## src/hw/tcsrt_consts.vh

```
// Constants for the timer clock select and reload timer block.
// Assumes an 8-bit special-function register port with 8-bit addresses.
`ifndef TCSRT_CONSTS_VH
`define TCSRT_CONSTS_VH

// Register addresses
`define TCSRT_CLK_CTRL_ADDR 8'h8E
`define TCSRT_T2_CTRL_ADDR 8'hC8
`define TCSRT_T2_RELOAD_LOW_ADDR 8'hCA
`define TCSRT_T2_RELOAD_HIGH_ADDR 8'hCB
`define TCSRT_T2_COUNT_LOW_ADDR 8'hCC
`define TCSRT_T2_COUNT_HIGH_ADDR 8'hCD

// Reset values
`define TCSRT_CLK_CTRL_RESET 6'h00
`define TCSRT_T2_CTRL_RESET 8'h00
`define TCSRT_BYTE_RESET 8'h00
`define TCSRT_BYTE_MAX 8'hFF

// Clock control fields
`define TCSRT_CK_T2_HIGH_SEL 5
`define TCSRT_CK_T2_LOW_SEL 4
`define TCSRT_CK_T1_SEL 3
`define TCSRT_CK_T0_SEL 2
`define TCSRT_CK_PRESCALE_HI 1
`define TCSRT_CK_PRESCALE_LO 0

// Prescale field codes
`define TCSRT_PRESCALE_DIV12 2'h0
`define TCSRT_PRESCALE_DIV4 2'h1
`define TCSRT_PRESCALE_DIV48 2'h2
`define TCSRT_PRESCALE_EXT8 2'h3

// Timer 2 control fields
`define TCSRT_T2_HIGH_FLAG 7
`define TCSRT_T2_LOW_FLAG 6
`define TCSRT_T2_LOW_IRQ_EN 5
`define TCSRT_T2_CAPTURE_EN 4
`define TCSRT_T2_SPLIT 3
`define TCSRT_T2_RUN 2
`define TCSRT_T2_EXT_SEL 0

// Divide ratios, in counted source edges
`define TCSRT_DIV_SYS12 12
`define TCSRT_DIV_SYS4 4
`define TCSRT_DIV_SYS48 48
`define TCSRT_DIV_EXT8 8

`endif

```

## src/hw/tcsrt_div.v

```verilog
// Divider: one-cycle pulse every DIV enable pulses.
// Assumes en_in is synchronous to core_clk_in.
`timescale 1ns/1ps
`default_nettype none
module tcsrt_div #(
	parameter DIV = 12,
	parameter W = 6
) (
	input wire core_clk_in,
	input wire rst_n_in,
	input wire en_in,
	output reg tick_out
);
	localparam integer LAST_I = DIV - 1;
	localparam [W-1:0] LAST = LAST_I[W-1:0];
	reg [W-1:0] cnt_r;

	always @(posedge core_clk_in or negedge rst_n_in) begin
		if (!rst_n_in) begin
			cnt_r <= {W{1'b0}};
			tick_out <= 1'b0;
		end else begin
			tick_out <= en_in && (cnt_r == LAST);
			if (en_in) begin
				if (cnt_r == LAST) begin
					cnt_r <= {W{1'b0}};
				end else begin
					cnt_r <= cnt_r + {{(W-1){1'b0}}, 1'b1};
				end
			end
		end
	end
endmodule
`default_nettype wire

```

## src/hw/tcsrt_sync.v

```verilog
// Two-flop synchroniser with a rising-edge pulse.
// Assumes the input is asynchronous to core_clk_in.
`timescale 1ns/1ps
`default_nettype none
module tcsrt_sync (
	input wire core_clk_in,
	input wire rst_n_in,
	input wire async_in,
	output reg rise_out
);
	reg meta_r;
	reg sync_r;
	reg prev_r;

	always @(posedge core_clk_in or negedge rst_n_in) begin
		if (!rst_n_in) begin
			meta_r <= 1'b0;
			sync_r <= 1'b0;
			prev_r <= 1'b0;
			rise_out <= 1'b0;
		end else begin
			meta_r <= async_in;
			sync_r <= meta_r;
			prev_r <= sync_r;
			rise_out <= sync_r & ~prev_r;
		end
	end
endmodule
`default_nettype wire

```

## src/hw/tcsrt_top.v

```verilog
// Timer clock selection and timer 2 auto-reload timer.
// Assumes a synchronous 8-bit register port and one system clock.
`timescale 1ns/1ps
`default_nettype none
`include "tcsrt_consts.vh"
module tcsrt_top #(
	parameter DIV_SYS12 = `TCSRT_DIV_SYS12,
	parameter DIV_SYS4 = `TCSRT_DIV_SYS4,
	parameter DIV_SYS48 = `TCSRT_DIV_SYS48,
	parameter DIV_EXT8 = `TCSRT_DIV_EXT8
) (
	input wire core_clk_in,
	input wire rst_n_in,
	input wire [7:0] sfr_addr_in,
	input wire sfr_wr_en_in,
	input wire [7:0] sfr_wr_data_in,
	input wire sfr_rd_en_in,
	output reg [7:0] sfr_rd_data_out,
	input wire ext_osc_in,
	input wire timer0_counter_mode_in,
	input wire timer1_counter_mode_in,
	input wire t2_interrupt_enable_in,
	output wire timer0_tick_out,
	output wire timer1_tick_out,
	output wire t2_irq_out
);

////////////////////////////////////////////////////////////////////////////////
// Register state

	reg [5:0] timer_clock_control_r;
	reg t2_high_overflow_flag_r;
	reg t2_low_overflow_flag_r;
	reg t2_low_interrupt_enable_r;
	reg t2_capture_enable_r;
	reg t2_split_mode_r;
	reg t2_run_r;
	reg t2_external_clock_select_r;
	reg [7:0] t2_count_low_r;
	reg [7:0] t2_count_high_r;
	reg [7:0] t2_reload_low_r;
	reg [7:0] t2_reload_high_r;

	reg [7:0] t2_count_low_nxt;
	reg [7:0] t2_count_high_nxt;
	reg t2_high_overflow_flag_nxt;
	reg t2_low_overflow_flag_nxt;
	reg [7:0] rd_data_nxt;

	wire wr_clk_ctrl;
	wire wr_t2_ctrl;
	wire wr_reload_low;
	wire wr_reload_high;
	wire wr_count_low;
	wire wr_count_high;

	assign wr_clk_ctrl = sfr_wr_en_in && (sfr_addr_in == `TCSRT_CLK_CTRL_ADDR);
	assign wr_t2_ctrl = sfr_wr_en_in && (sfr_addr_in == `TCSRT_T2_CTRL_ADDR);
	assign wr_reload_low = sfr_wr_en_in && (sfr_addr_in == `TCSRT_T2_RELOAD_LOW_ADDR);
	assign wr_reload_high = sfr_wr_en_in && (sfr_addr_in == `TCSRT_T2_RELOAD_HIGH_ADDR);
	assign wr_count_low = sfr_wr_en_in && (sfr_addr_in == `TCSRT_T2_COUNT_LOW_ADDR);
	assign wr_count_high = sfr_wr_en_in && (sfr_addr_in == `TCSRT_T2_COUNT_HIGH_ADDR);

	wire t2_high_byte_clock_select;
	wire t2_low_byte_clock_select;
	wire timer1_clock_select;
	wire timer0_clock_select;
	wire [1:0] prescale_sel;

	assign t2_high_byte_clock_select = timer_clock_control_r[`TCSRT_CK_T2_HIGH_SEL];
	assign t2_low_byte_clock_select = timer_clock_control_r[`TCSRT_CK_T2_LOW_SEL];
	assign timer1_clock_select = timer_clock_control_r[`TCSRT_CK_T1_SEL];
	assign timer0_clock_select = timer_clock_control_r[`TCSRT_CK_T0_SEL];
	assign prescale_sel = {timer_clock_control_r[`TCSRT_CK_PRESCALE_HI],
		timer_clock_control_r[`TCSRT_CK_PRESCALE_LO]};

////////////////////////////////////////////////////////////////////////////////
// Clock sources

	wire ext_rise;
	wire tick_ext8;
	wire tick_sys12;
	wire tick_sys4;
	wire tick_sys48;

	// Wide enough for any divide ratio below 4096
	localparam DIV_W = 12;

	tcsrt_sync u_ext_sync (
		.core_clk_in(core_clk_in),
		.rst_n_in(rst_n_in),
		.async_in(ext_osc_in),
		.rise_out(ext_rise)
	);

	tcsrt_div #(.DIV(DIV_EXT8), .W(DIV_W)) u_div_ext8 (
		.core_clk_in(core_clk_in),
		.rst_n_in(rst_n_in),
		.en_in(ext_rise),
		.tick_out(tick_ext8)
	);

	tcsrt_div #(.DIV(DIV_SYS12), .W(DIV_W)) u_div_sys12 (
		.core_clk_in(core_clk_in),
		.rst_n_in(rst_n_in),
		.en_in(1'b1),
		.tick_out(tick_sys12)
	);

	tcsrt_div #(.DIV(DIV_SYS4), .W(DIV_W)) u_div_sys4 (
		.core_clk_in(core_clk_in),
		.rst_n_in(rst_n_in),
		.en_in(1'b1),
		.tick_out(tick_sys4)
	);

	tcsrt_div #(.DIV(DIV_SYS48), .W(DIV_W)) u_div_sys48 (
		.core_clk_in(core_clk_in),
		.rst_n_in(rst_n_in),
		.en_in(1'b1),
		.tick_out(tick_sys48)
	);

////////////////////////////////////////////////////////////////////////////////
// Timer 0 and timer 1 count enables

	reg tick_prescaled;

	always @* begin
		case (prescale_sel)
			`TCSRT_PRESCALE_DIV12: tick_prescaled = tick_sys12;
			`TCSRT_PRESCALE_DIV4: tick_prescaled = tick_sys4;
			`TCSRT_PRESCALE_DIV48: tick_prescaled = tick_sys48;
			`TCSRT_PRESCALE_EXT8: tick_prescaled = tick_ext8;
			default: tick_prescaled = 1'b0;
		endcase
	end

	// Counter mode takes its events elsewhere, so no tick is offered
	assign timer0_tick_out = ~timer0_counter_mode_in &
		(timer0_clock_select | tick_prescaled);
	assign timer1_tick_out = ~timer1_counter_mode_in &
		(timer1_clock_select | tick_prescaled);

////////////////////////////////////////////////////////////////////////////////
// Timer 2 byte clocks

	wire tick_t2_sel;
	wire tick_low;
	wire tick_high;

	assign tick_t2_sel = t2_external_clock_select_r ? tick_ext8 : tick_sys12;
	assign tick_low = t2_low_byte_clock_select | tick_t2_sel;
	assign tick_high = t2_high_byte_clock_select | tick_t2_sel;

////////////////////////////////////////////////////////////////////////////////
// Timer 2 counting

	wire low_en;
	wire low_wrap;
	wire high_en;
	wire high_wrap;

	assign low_en = t2_split_mode_r ? tick_low : (t2_run_r & tick_low);
	assign low_wrap = low_en && (t2_count_low_r == `TCSRT_BYTE_MAX);
	assign high_en = t2_split_mode_r ? (t2_run_r & tick_high) : low_wrap;
	assign high_wrap = high_en && (t2_count_high_r == `TCSRT_BYTE_MAX);

	always @* begin
		t2_count_low_nxt = t2_count_low_r;
		t2_count_high_nxt = t2_count_high_r;
		if (t2_split_mode_r) begin
			if (low_wrap) begin
				t2_count_low_nxt = t2_reload_low_r;
			end else if (low_en) begin
				t2_count_low_nxt = t2_count_low_r + 8'h01;
			end
		end else begin
			if (high_wrap) begin
				t2_count_low_nxt = t2_reload_low_r;
			end else if (low_en) begin
				t2_count_low_nxt = t2_count_low_r + 8'h01;
			end
		end
		if (high_wrap) begin
			t2_count_high_nxt = t2_reload_high_r;
		end else if (high_en) begin
			t2_count_high_nxt = t2_count_high_r + 8'h01;
		end
		if (wr_count_low) begin
			t2_count_low_nxt = sfr_wr_data_in;
		end
		if (wr_count_high) begin
			t2_count_high_nxt = sfr_wr_data_in;
		end
	end

	// Hardware sets win over a software write in the same cycle
	always @* begin
		t2_high_overflow_flag_nxt = t2_high_overflow_flag_r;
		t2_low_overflow_flag_nxt = t2_low_overflow_flag_r;
		if (wr_t2_ctrl) begin
			t2_high_overflow_flag_nxt = sfr_wr_data_in[`TCSRT_T2_HIGH_FLAG];
			t2_low_overflow_flag_nxt = sfr_wr_data_in[`TCSRT_T2_LOW_FLAG];
		end
		if (high_wrap) begin
			t2_high_overflow_flag_nxt = 1'b1;
		end
		if (low_wrap) begin
			t2_low_overflow_flag_nxt = 1'b1;
		end
	end

////////////////////////////////////////////////////////////////////////////////
// Register updates

	always @(posedge core_clk_in or negedge rst_n_in) begin
		if (!rst_n_in) begin
			timer_clock_control_r <= `TCSRT_CLK_CTRL_RESET;
			t2_high_overflow_flag_r <= 1'b0;
			t2_low_overflow_flag_r <= 1'b0;
			t2_low_interrupt_enable_r <= 1'b0;
			t2_capture_enable_r <= 1'b0;
			t2_split_mode_r <= 1'b0;
			t2_run_r <= 1'b0;
			t2_external_clock_select_r <= 1'b0;
			t2_count_low_r <= `TCSRT_BYTE_RESET;
			t2_count_high_r <= `TCSRT_BYTE_RESET;
			t2_reload_low_r <= `TCSRT_BYTE_RESET;
			t2_reload_high_r <= `TCSRT_BYTE_RESET;
		end else begin
			if (wr_clk_ctrl) begin
				timer_clock_control_r <= sfr_wr_data_in[5:0];
			end
			if (wr_t2_ctrl) begin
				t2_low_interrupt_enable_r <= sfr_wr_data_in[`TCSRT_T2_LOW_IRQ_EN];
				t2_capture_enable_r <= sfr_wr_data_in[`TCSRT_T2_CAPTURE_EN];
				t2_split_mode_r <= sfr_wr_data_in[`TCSRT_T2_SPLIT];
				t2_run_r <= sfr_wr_data_in[`TCSRT_T2_RUN];
				t2_external_clock_select_r <= sfr_wr_data_in[`TCSRT_T2_EXT_SEL];
			end
			t2_high_overflow_flag_r <= t2_high_overflow_flag_nxt;
			t2_low_overflow_flag_r <= t2_low_overflow_flag_nxt;
			if (wr_reload_low) begin
				t2_reload_low_r <= sfr_wr_data_in;
			end
			if (wr_reload_high) begin
				t2_reload_high_r <= sfr_wr_data_in;
			end
			t2_count_low_r <= t2_count_low_nxt;
			t2_count_high_r <= t2_count_high_nxt;
		end
	end

////////////////////////////////////////////////////////////////////////////////
// Interrupt request

	wire high_irq_src;
	wire low_irq_src;

	assign high_irq_src = t2_high_overflow_flag_r;
	assign low_irq_src = t2_low_interrupt_enable_r & t2_low_overflow_flag_r;
	assign t2_irq_out = t2_interrupt_enable_in & (high_irq_src | low_irq_src);

////////////////////////////////////////////////////////////////////////////////
// Read port

	wire [7:0] t2_control_rd;

	// Bit 1 of the control word is not implemented and reads zero
	assign t2_control_rd = {t2_high_overflow_flag_r, t2_low_overflow_flag_r,
		t2_low_interrupt_enable_r, t2_capture_enable_r, t2_split_mode_r, t2_run_r,
		1'b0, t2_external_clock_select_r};

	always @* begin
		case (sfr_addr_in)
			`TCSRT_CLK_CTRL_ADDR: rd_data_nxt = {2'h0, timer_clock_control_r};
			`TCSRT_T2_CTRL_ADDR: rd_data_nxt = t2_control_rd;
			`TCSRT_T2_RELOAD_LOW_ADDR: rd_data_nxt = t2_reload_low_r;
			`TCSRT_T2_RELOAD_HIGH_ADDR: rd_data_nxt = t2_reload_high_r;
			`TCSRT_T2_COUNT_LOW_ADDR: rd_data_nxt = t2_count_low_r;
			`TCSRT_T2_COUNT_HIGH_ADDR: rd_data_nxt = t2_count_high_r;
			default: rd_data_nxt = 8'h00;
		endcase
	end

	always @(posedge core_clk_in or negedge rst_n_in) begin
		if (!rst_n_in) begin
			sfr_rd_data_out <= 8'h00;
		end else if (sfr_rd_en_in) begin
			sfr_rd_data_out <= rd_data_nxt;
		end
	end

endmodule
`default_nettype wire
```

## config.mk

```make
export PLATFORM = sky130hd
export DESIGN_NAME = tcsrt_top
export DESIGN_NICKNAME = d
export VERILOG_FILES = /design/src/hw/tcsrt_div.v /design/src/hw/tcsrt_sync.v /design/src/hw/tcsrt_top.v
export VERILOG_INCLUDE_DIRS = /design/src /design/src/hw
export SDC_FILE = /design/constraint.sdc
export NUM_CORES = 1
export LEC_CHECK = 0
export BUFFER_PORTS_ARGS = -buffer_cell sky130_fd_sc_hd__buf_2
export CAP_MARGIN = 10
export CELL_PAD_IN_SITES_DETAIL_PLACEMENT = 1
export CELL_PAD_IN_SITES_GLOBAL_PLACEMENT = 2
export CORE_ASPECT_RATIO = 0.7
export CORE_MARGIN = 10
export CORE_UTILIZATION = 43
export DETAILED_ROUTE_END_ITERATION = 6
export PLACE_DENSITY = 0.91
export REMOVE_ABC_BUFFERS = 1
export SLEW_MARGIN = 30
export SYNTH_ARGS = -nofsm -noshare
export SYNTH_HDL_FRONTEND = slang
export SYNTH_SLANG_ARGS = --single-unit
export TNS_END_PERCENT = 30
```

## constraint.sdc

```tcl
create_clock -name core_clk_in -period 4.4 [get_ports core_clk_in]
set_clock_uncertainty 0.15 [all_clocks]
set_input_delay 0.88 -clock core_clk_in [delete_from_list [all_inputs] [get_ports core_clk_in]]
set_output_delay 0.88 -clock core_clk_in [all_outputs]
set_load 0.02 [all_outputs]
```

Yosys cells after proc, flatten, opt, wreduce, memory -nomap -nowiden:

Index checks and enable logic that the tools add are counted.

* flip-flop bits (word level): 109

* add/subtract/negate cells: 6
* eq/ne operators: 15
* multiplexer cells: 21
* bitwise operators: 15
* reduce and logical (&&, ||, !) cells: 13

Operators by type and width (number)
* == test 8 bit, second input constant: 8
* two-way mux 8 bit: 8
* adder 12 x 1 -> 12 bit, second input constant: 4
* two-way mux 12 bit: 4
* one-hot mux 8 bit (6 select lines): 1
* adder 8 x 1 -> 8 bit, second input constant: 2
* == test 12 x 2 -> 1 bit, second input constant: 1
* == test 12 x 3 -> 1 bit, second input constant: 1
* == test 12 x 4 -> 1 bit, second input constant: 1
* == test 12 x 6 -> 1 bit, second input constant: 1
* logical AND 1 bit: 9
* AND 1 bit: 7
* two-way mux 1 bit: 7
* bitwise OR 1 bit: 5
* == test 2 bit, second input constant: 2
* one-hot mux 1 bit (4 select lines): 1
* nonzero test 2 bit: 2
* NOT 1 bit: 3
* nonzero test 3 bit: 1
* == test 2 x 1 -> 1 bit, second input constant: 1
* logical NOT 2 bit: 1

Longest topological paths before layout:

* depth in word-level cells: 10
* depth in mapped cells: 7
* gate-level depth less buffers: 6

Hierarchy:

From an unflattened synthesis, not the netlist that was laid out.

* cells, all modules: 536
* area, all modules: 5676.7 um2

By module, submodules not included
* tcsrt_top: times used 1, cells each 303, area an instance 3098.0 um2, seq. area each 1326.3 um2
* tcsrt_div (u_div_ext8): times used 1, cells each 55, area an instance 621.8 um2, seq. area each 325.3 um2
* tcsrt_div (u_div_sys12): times used 1, cells each 59, area an instance 621.8 um2, seq. area each 325.3 um2
* tcsrt_div (u_div_sys48): times used 1, cells each 59, area an instance 616.8 um2, seq. area each 325.3 um2
* tcsrt_div (u_div_sys4): times used 1, cells each 55, area an instance 604.3 um2, seq. area each 325.3 um2
* tcsrt_sync: times used 1, cells each 5, area an instance 113.9 um2, seq. area each 100.1 um2

Worst setup path before layout:

Ideal clock, no wire load.

* kind: input-to-reg
* from: input port sfr_addr_in[4]
* to: register t2_count_high_r[3]
* setup time: 0.129 ns
* arrival: 2.052 ns
* data required time: 4.121 ns
* setup slack: 2.069 ns
* stages: 6
* cells stage by stage: and4bb_2 -> and3b_1 -> buf_2 -> nand4_1 -> o2111ai_1 -> nand3_1

* cells in the longest elaborated chain, start to end: 3
* elaborated cells between the ends (all ways): 4
* classes of those cells: 1 x eq/ne; 1 x mux; 2 x reduce/logical

Ends and longest elaborated chain
* start: declaration: line tcsrt_top.v:14 `input wire [7:0] sfr_addr_in,`
* == test 8 bit (*)
* logical AND 1 bit (*): line tcsrt_top.v:62 `` assign wr_count_high = sfr_wr_en_in && (sfr_addr_in == `TCSRT_T2_COUNT_HIGH_ADDR); ``
* nonzero test 3 bit (no source line) or two-way mux 8 bit (tied branches)
* end signal: assignment: line tcsrt_top.v:228 `` t2_count_high_r <= `TCSRT_BYTE_RESET; ``
* end signal: assignment: line tcsrt_top.v:251 `t2_count_high_r <= t2_count_high_nxt;`
* end: declaration: line tcsrt_top.v:40 `reg [7:0] t2_count_high_r;`

Every way passes the cells marked *; elsewhere a longest branch is shown, timed or not.
A chain may end at the register's enable or synchronous reset.

Worst setup path in the final report:

* from: register timer_clock_control_r[1]
* to: output port timer1_tick_out

* cells in the longest elaborated chain, start to end: 4
* elaborated cells between the ends (all ways): 7
* classes of those cells: 3 x eq/ne; 1 x mux; 2 x bitwise; 1 x reduce/logical

Ends and longest elaborated chain
* start: declaration: line tcsrt_top.v:31 `reg [5:0] timer_clock_control_r;`
* start signal: assignment: line tcsrt_top.v:219 `` timer_clock_control_r <= `TCSRT_CLK_CTRL_RESET; ``
* start signal: assignment: line tcsrt_top.v:233 `timer_clock_control_r <= sfr_wr_data_in[5:0];`
* == test 2 bit (tied with other cells): line tcsrt_top.v:130 `case (prescale_sel)`
* one-hot mux 1 bit (4 select lines) (*): line tcsrt_top.v:130
* bitwise OR 1 bit (*): line tcsrt_top.v:143 `(timer1_clock_select | tick_prescaled);`
* AND 1 bit (*): line tcsrt_top.v:142 `assign timer1_tick_out = ~timer1_counter_mode_in &`
* end: declaration: line tcsrt_top.v:24 `output wire timer1_tick_out,`

Marks and branches as above.

==> results_dict.tcl <==
set metrics [dict create \
    slew_headroom_pct 37.9 \
    hp-class "flop to flop" \
    cts_root_buffer "clkbuf_16" \
    synth_edf_count 0 \
    crit_chain "mux4_2 -> nor2_1 -> nor2_1 -> buf_2" \
    worstSetupPathType "flop to primary output" \
    core_area_sq_mm 0.0124 \
    ios 35 \
    start_util_pct 43.8 \
    cts_resized 0 \
    drtPass1Iterations 5 \
    drive_gt1_share_pct 17.6 \
    mostFrequentLayoutCells "dfrtp_1, nor2_1, nand2_1" \
    p_total_uw 2110 \
    max_freq_ghz 0.370 \
    clk_pin_slew_worst_paths_ns 0.07 \
    min_path_cells 0 \
    area_delta_synth_final_pct 11.1 \
    drt_iter0_drc 312 \
    grt_max_degree 83 \
    cts_tree "built" \
    diodes 0 \
    startpoint_type "flop" \
    async_reset_ff_share_pct 100 \
    holdWs_ns 0.202 \
    seqPwrFrac_pct 53.2 \
    worst_path_largest_cell_delay_ns 0.53 \
    rr_worst_depth 6 \
    insertion_delay_ns 0.35 \
    cp.required_ns 3.37 \
    die_y_um 114 \
    grt_first_pass_wirelength_mm 24.0 \
    grt_overflow 0 \
    clockPowerShare_pct 38.0 \
    drc 0 \
    finalMaxSlewViolations 0 \
    p_sw_share_pct 27.0 \
    grt_pass1_vias 4273 \
    powerDensity_mw_per_mm2 351 \
    max_cap_viol_count 0 \
    synthFlopType "dfrtp_1" \
    yosysUniqueCellTypes 58 \
    period_needed_ns 2.70 \
    wl_mm 14.4 \
    finalCritPeriodShare_pct 61.3 \
    synthesis.instances 509 \
    p_int_uw 1540 \
    layout_commonest_cell "dfrtp_1" \
    p_sw_uw 570 \
    htreeDepth 3 \
    hold_viol_final 0 \
    cts_buffers 9 \
    die_area_sq_mm 0.0176 \
    synth.ff_latch_count 109 \
    arrival_ns 1.67 \
    worstMarginPinSlew_ns 0.923 \
    tns_ns 0 \
    fp.dieW_um 154 \
    row_count 34 \
    avgSynthCellArea_sq_um 10.7 \
    setup_viol 0 \
    combPwrFrac_pct 8.8 \
    cts_max_path_buffers 2 \
    syn-cell-area_sq_mm 0.00542 \
    nNetsFinal 566 \
    wire_per_inst_um 20.5 \
    timing.critical_path.mode_cell "nor2_1" \
    rsz0062_at_grt "no" \
    gp_congestion 0.882 \
    vdd_ir_drop_max_mv 0.194 \
    holdBufCountCts 0 \
    worst_setup_path_end_kind "primary output" \
    hpwl_mm 10.8 \
    seq_area_frac_synth_pct 50.3 \
    p_leak_uw 0.00275 \
    dp_slack_ns 1.42 \
    cts_setup_buffers 0 \
    yosys_warnings 0 \
    cp_slowest_cell "mux4_2" \
    status "completed" \
    via_per_inst 5.84 \
    track_usage_pct 16.9 \
    antenna_found_initial 2 \
    portBuffers 34 \
    cp_max_fo 3 \
    clock-sinks 109 \
    vias 4108 \
    ant_nets 0 \
    layout_setup_ws_ns 1.70 \
]
-- synth_stat cells, types with 11 or more instances --
library cell	n	share of area, %
a22oi_1	11	1.5
and3_1	16	1.8
clkbuf_1	12	0.83
dfrtp_1	109	50
mux2_2	29	6.0
mux2i_1	13	2.4
nand2_1	36	2.5
nand3_1	35	3.2
nand4_1	13	1.5
nor2_1	40	2.8
nor3_1	20	1.8
o21ai_0	22	2.0
xnor2_1	33	5.3
xor2_1	13	2.1
-- worst max-delay path, delay by kind of cell (launching register included) --
kind | cells | cell delay (ns)
buffers and inverters | 1 | 0.16
DFF | 1 | 0.40
muxes | 1 | 0.53
and+or+nand+nor | 2 | 0.24
-- stage by stage --
step | area [sq um] | utilization [%] | instances
after global placement | 5720 | 46.2 | 687
after CTS | 6020 | 48.7 | 703
final | 6020 | 48.7 | 703
after floorplan | 5330 | - | 489
after global routing | 6020 | 48.7 | 703
after detailed placement | 5730 | 46.3 | 687
-- routing by layer --
layer / vias up / track usage (%) / wire length, um
met5: - / 0 / 21
met4: 4 / 3.77 / 126
li1: 1896 / - / -
met3: 16 / 4.21 / 880
met1: 2102 / 24.3 / 6960
met2: 90 / 25.0 / 6450
-- registers in the layout (all words and copies together) (netlist names), 6 cells and up --
name / flops
u_div_ext8.cnt_r: 12
t2_count_high_r: 8
sfr_rd_data_out: 8
t2_reload_high_r: 8
timer_clock_control_r: 6
u_div_sys4.cnt_r: 12
u_div_sys48.cnt_r: 12
t2_count_low_r: 8
t2_reload_low_r: 8
u_div_sys12.cnt_r: 12
-- worst paths after layout --
check                                               from             endpoint  slack (ns)
worst max-delay path            timer_clock_control_r[1]      timer1_tick_out        1.70
worst min-delay path                   u_ext_sync.meta_r    u_ext_sync.sync_r        0.20
worst max register to register        t2_count_high_r[0]    t2_count_low_r[1]        2.03
worst min register to register         u_ext_sync.meta_r    u_ext_sync.sync_r        0.20
max in group asynchronous                       rst_n_in  u_div_sys4.cnt_r[2]        2.98
min in group asynchronous                       rst_n_in  u_div_ext8.cnt_r[8]        0.40
-- power by group through the flow --
stage          Combinational (uW)  Clock, uW  Sequential, uW
4_1_cts                       189        824            1120
6_report                      186        802            1120
3_5_place_dp                  188          0            1140
2_1_floorplan                 106          0            1120
5_1_grt                       210        869            1130
3_3_place_gp                  179          0            1140
-- cells by family (layout without fill, tap and decap cells) --
family,Yosys count,count (layout),synth area share [%]
buffers and inverters,29,61,2.24
multiplexers,44,44,9.12
adder cells (fa/ha/maj),6,6,1.38
flip-flops,109,109,50.3
AND/OR/NAND/NOR,195,195,18.6
AO/OA/AOI/OAI,80,80,10.9
XOR/XNOR,46,46,7.43
-- area by class of cell --
| class | instances | area, sq um |
|---|---|---|
| repair buffers | 36 | 191 |
| fillers | 1370 | 6350 |
| well taps | 162 | 203 |
| clock buffers | 10 | 239 |
| multi-input cells | 371 | 2570 |
| inverters | 9 | 33.8 |
| clock inverters | 6 | 57.6 |
| flip-flops and latches | 109 | 2730 |
Power figures use the tool's default switching activity.
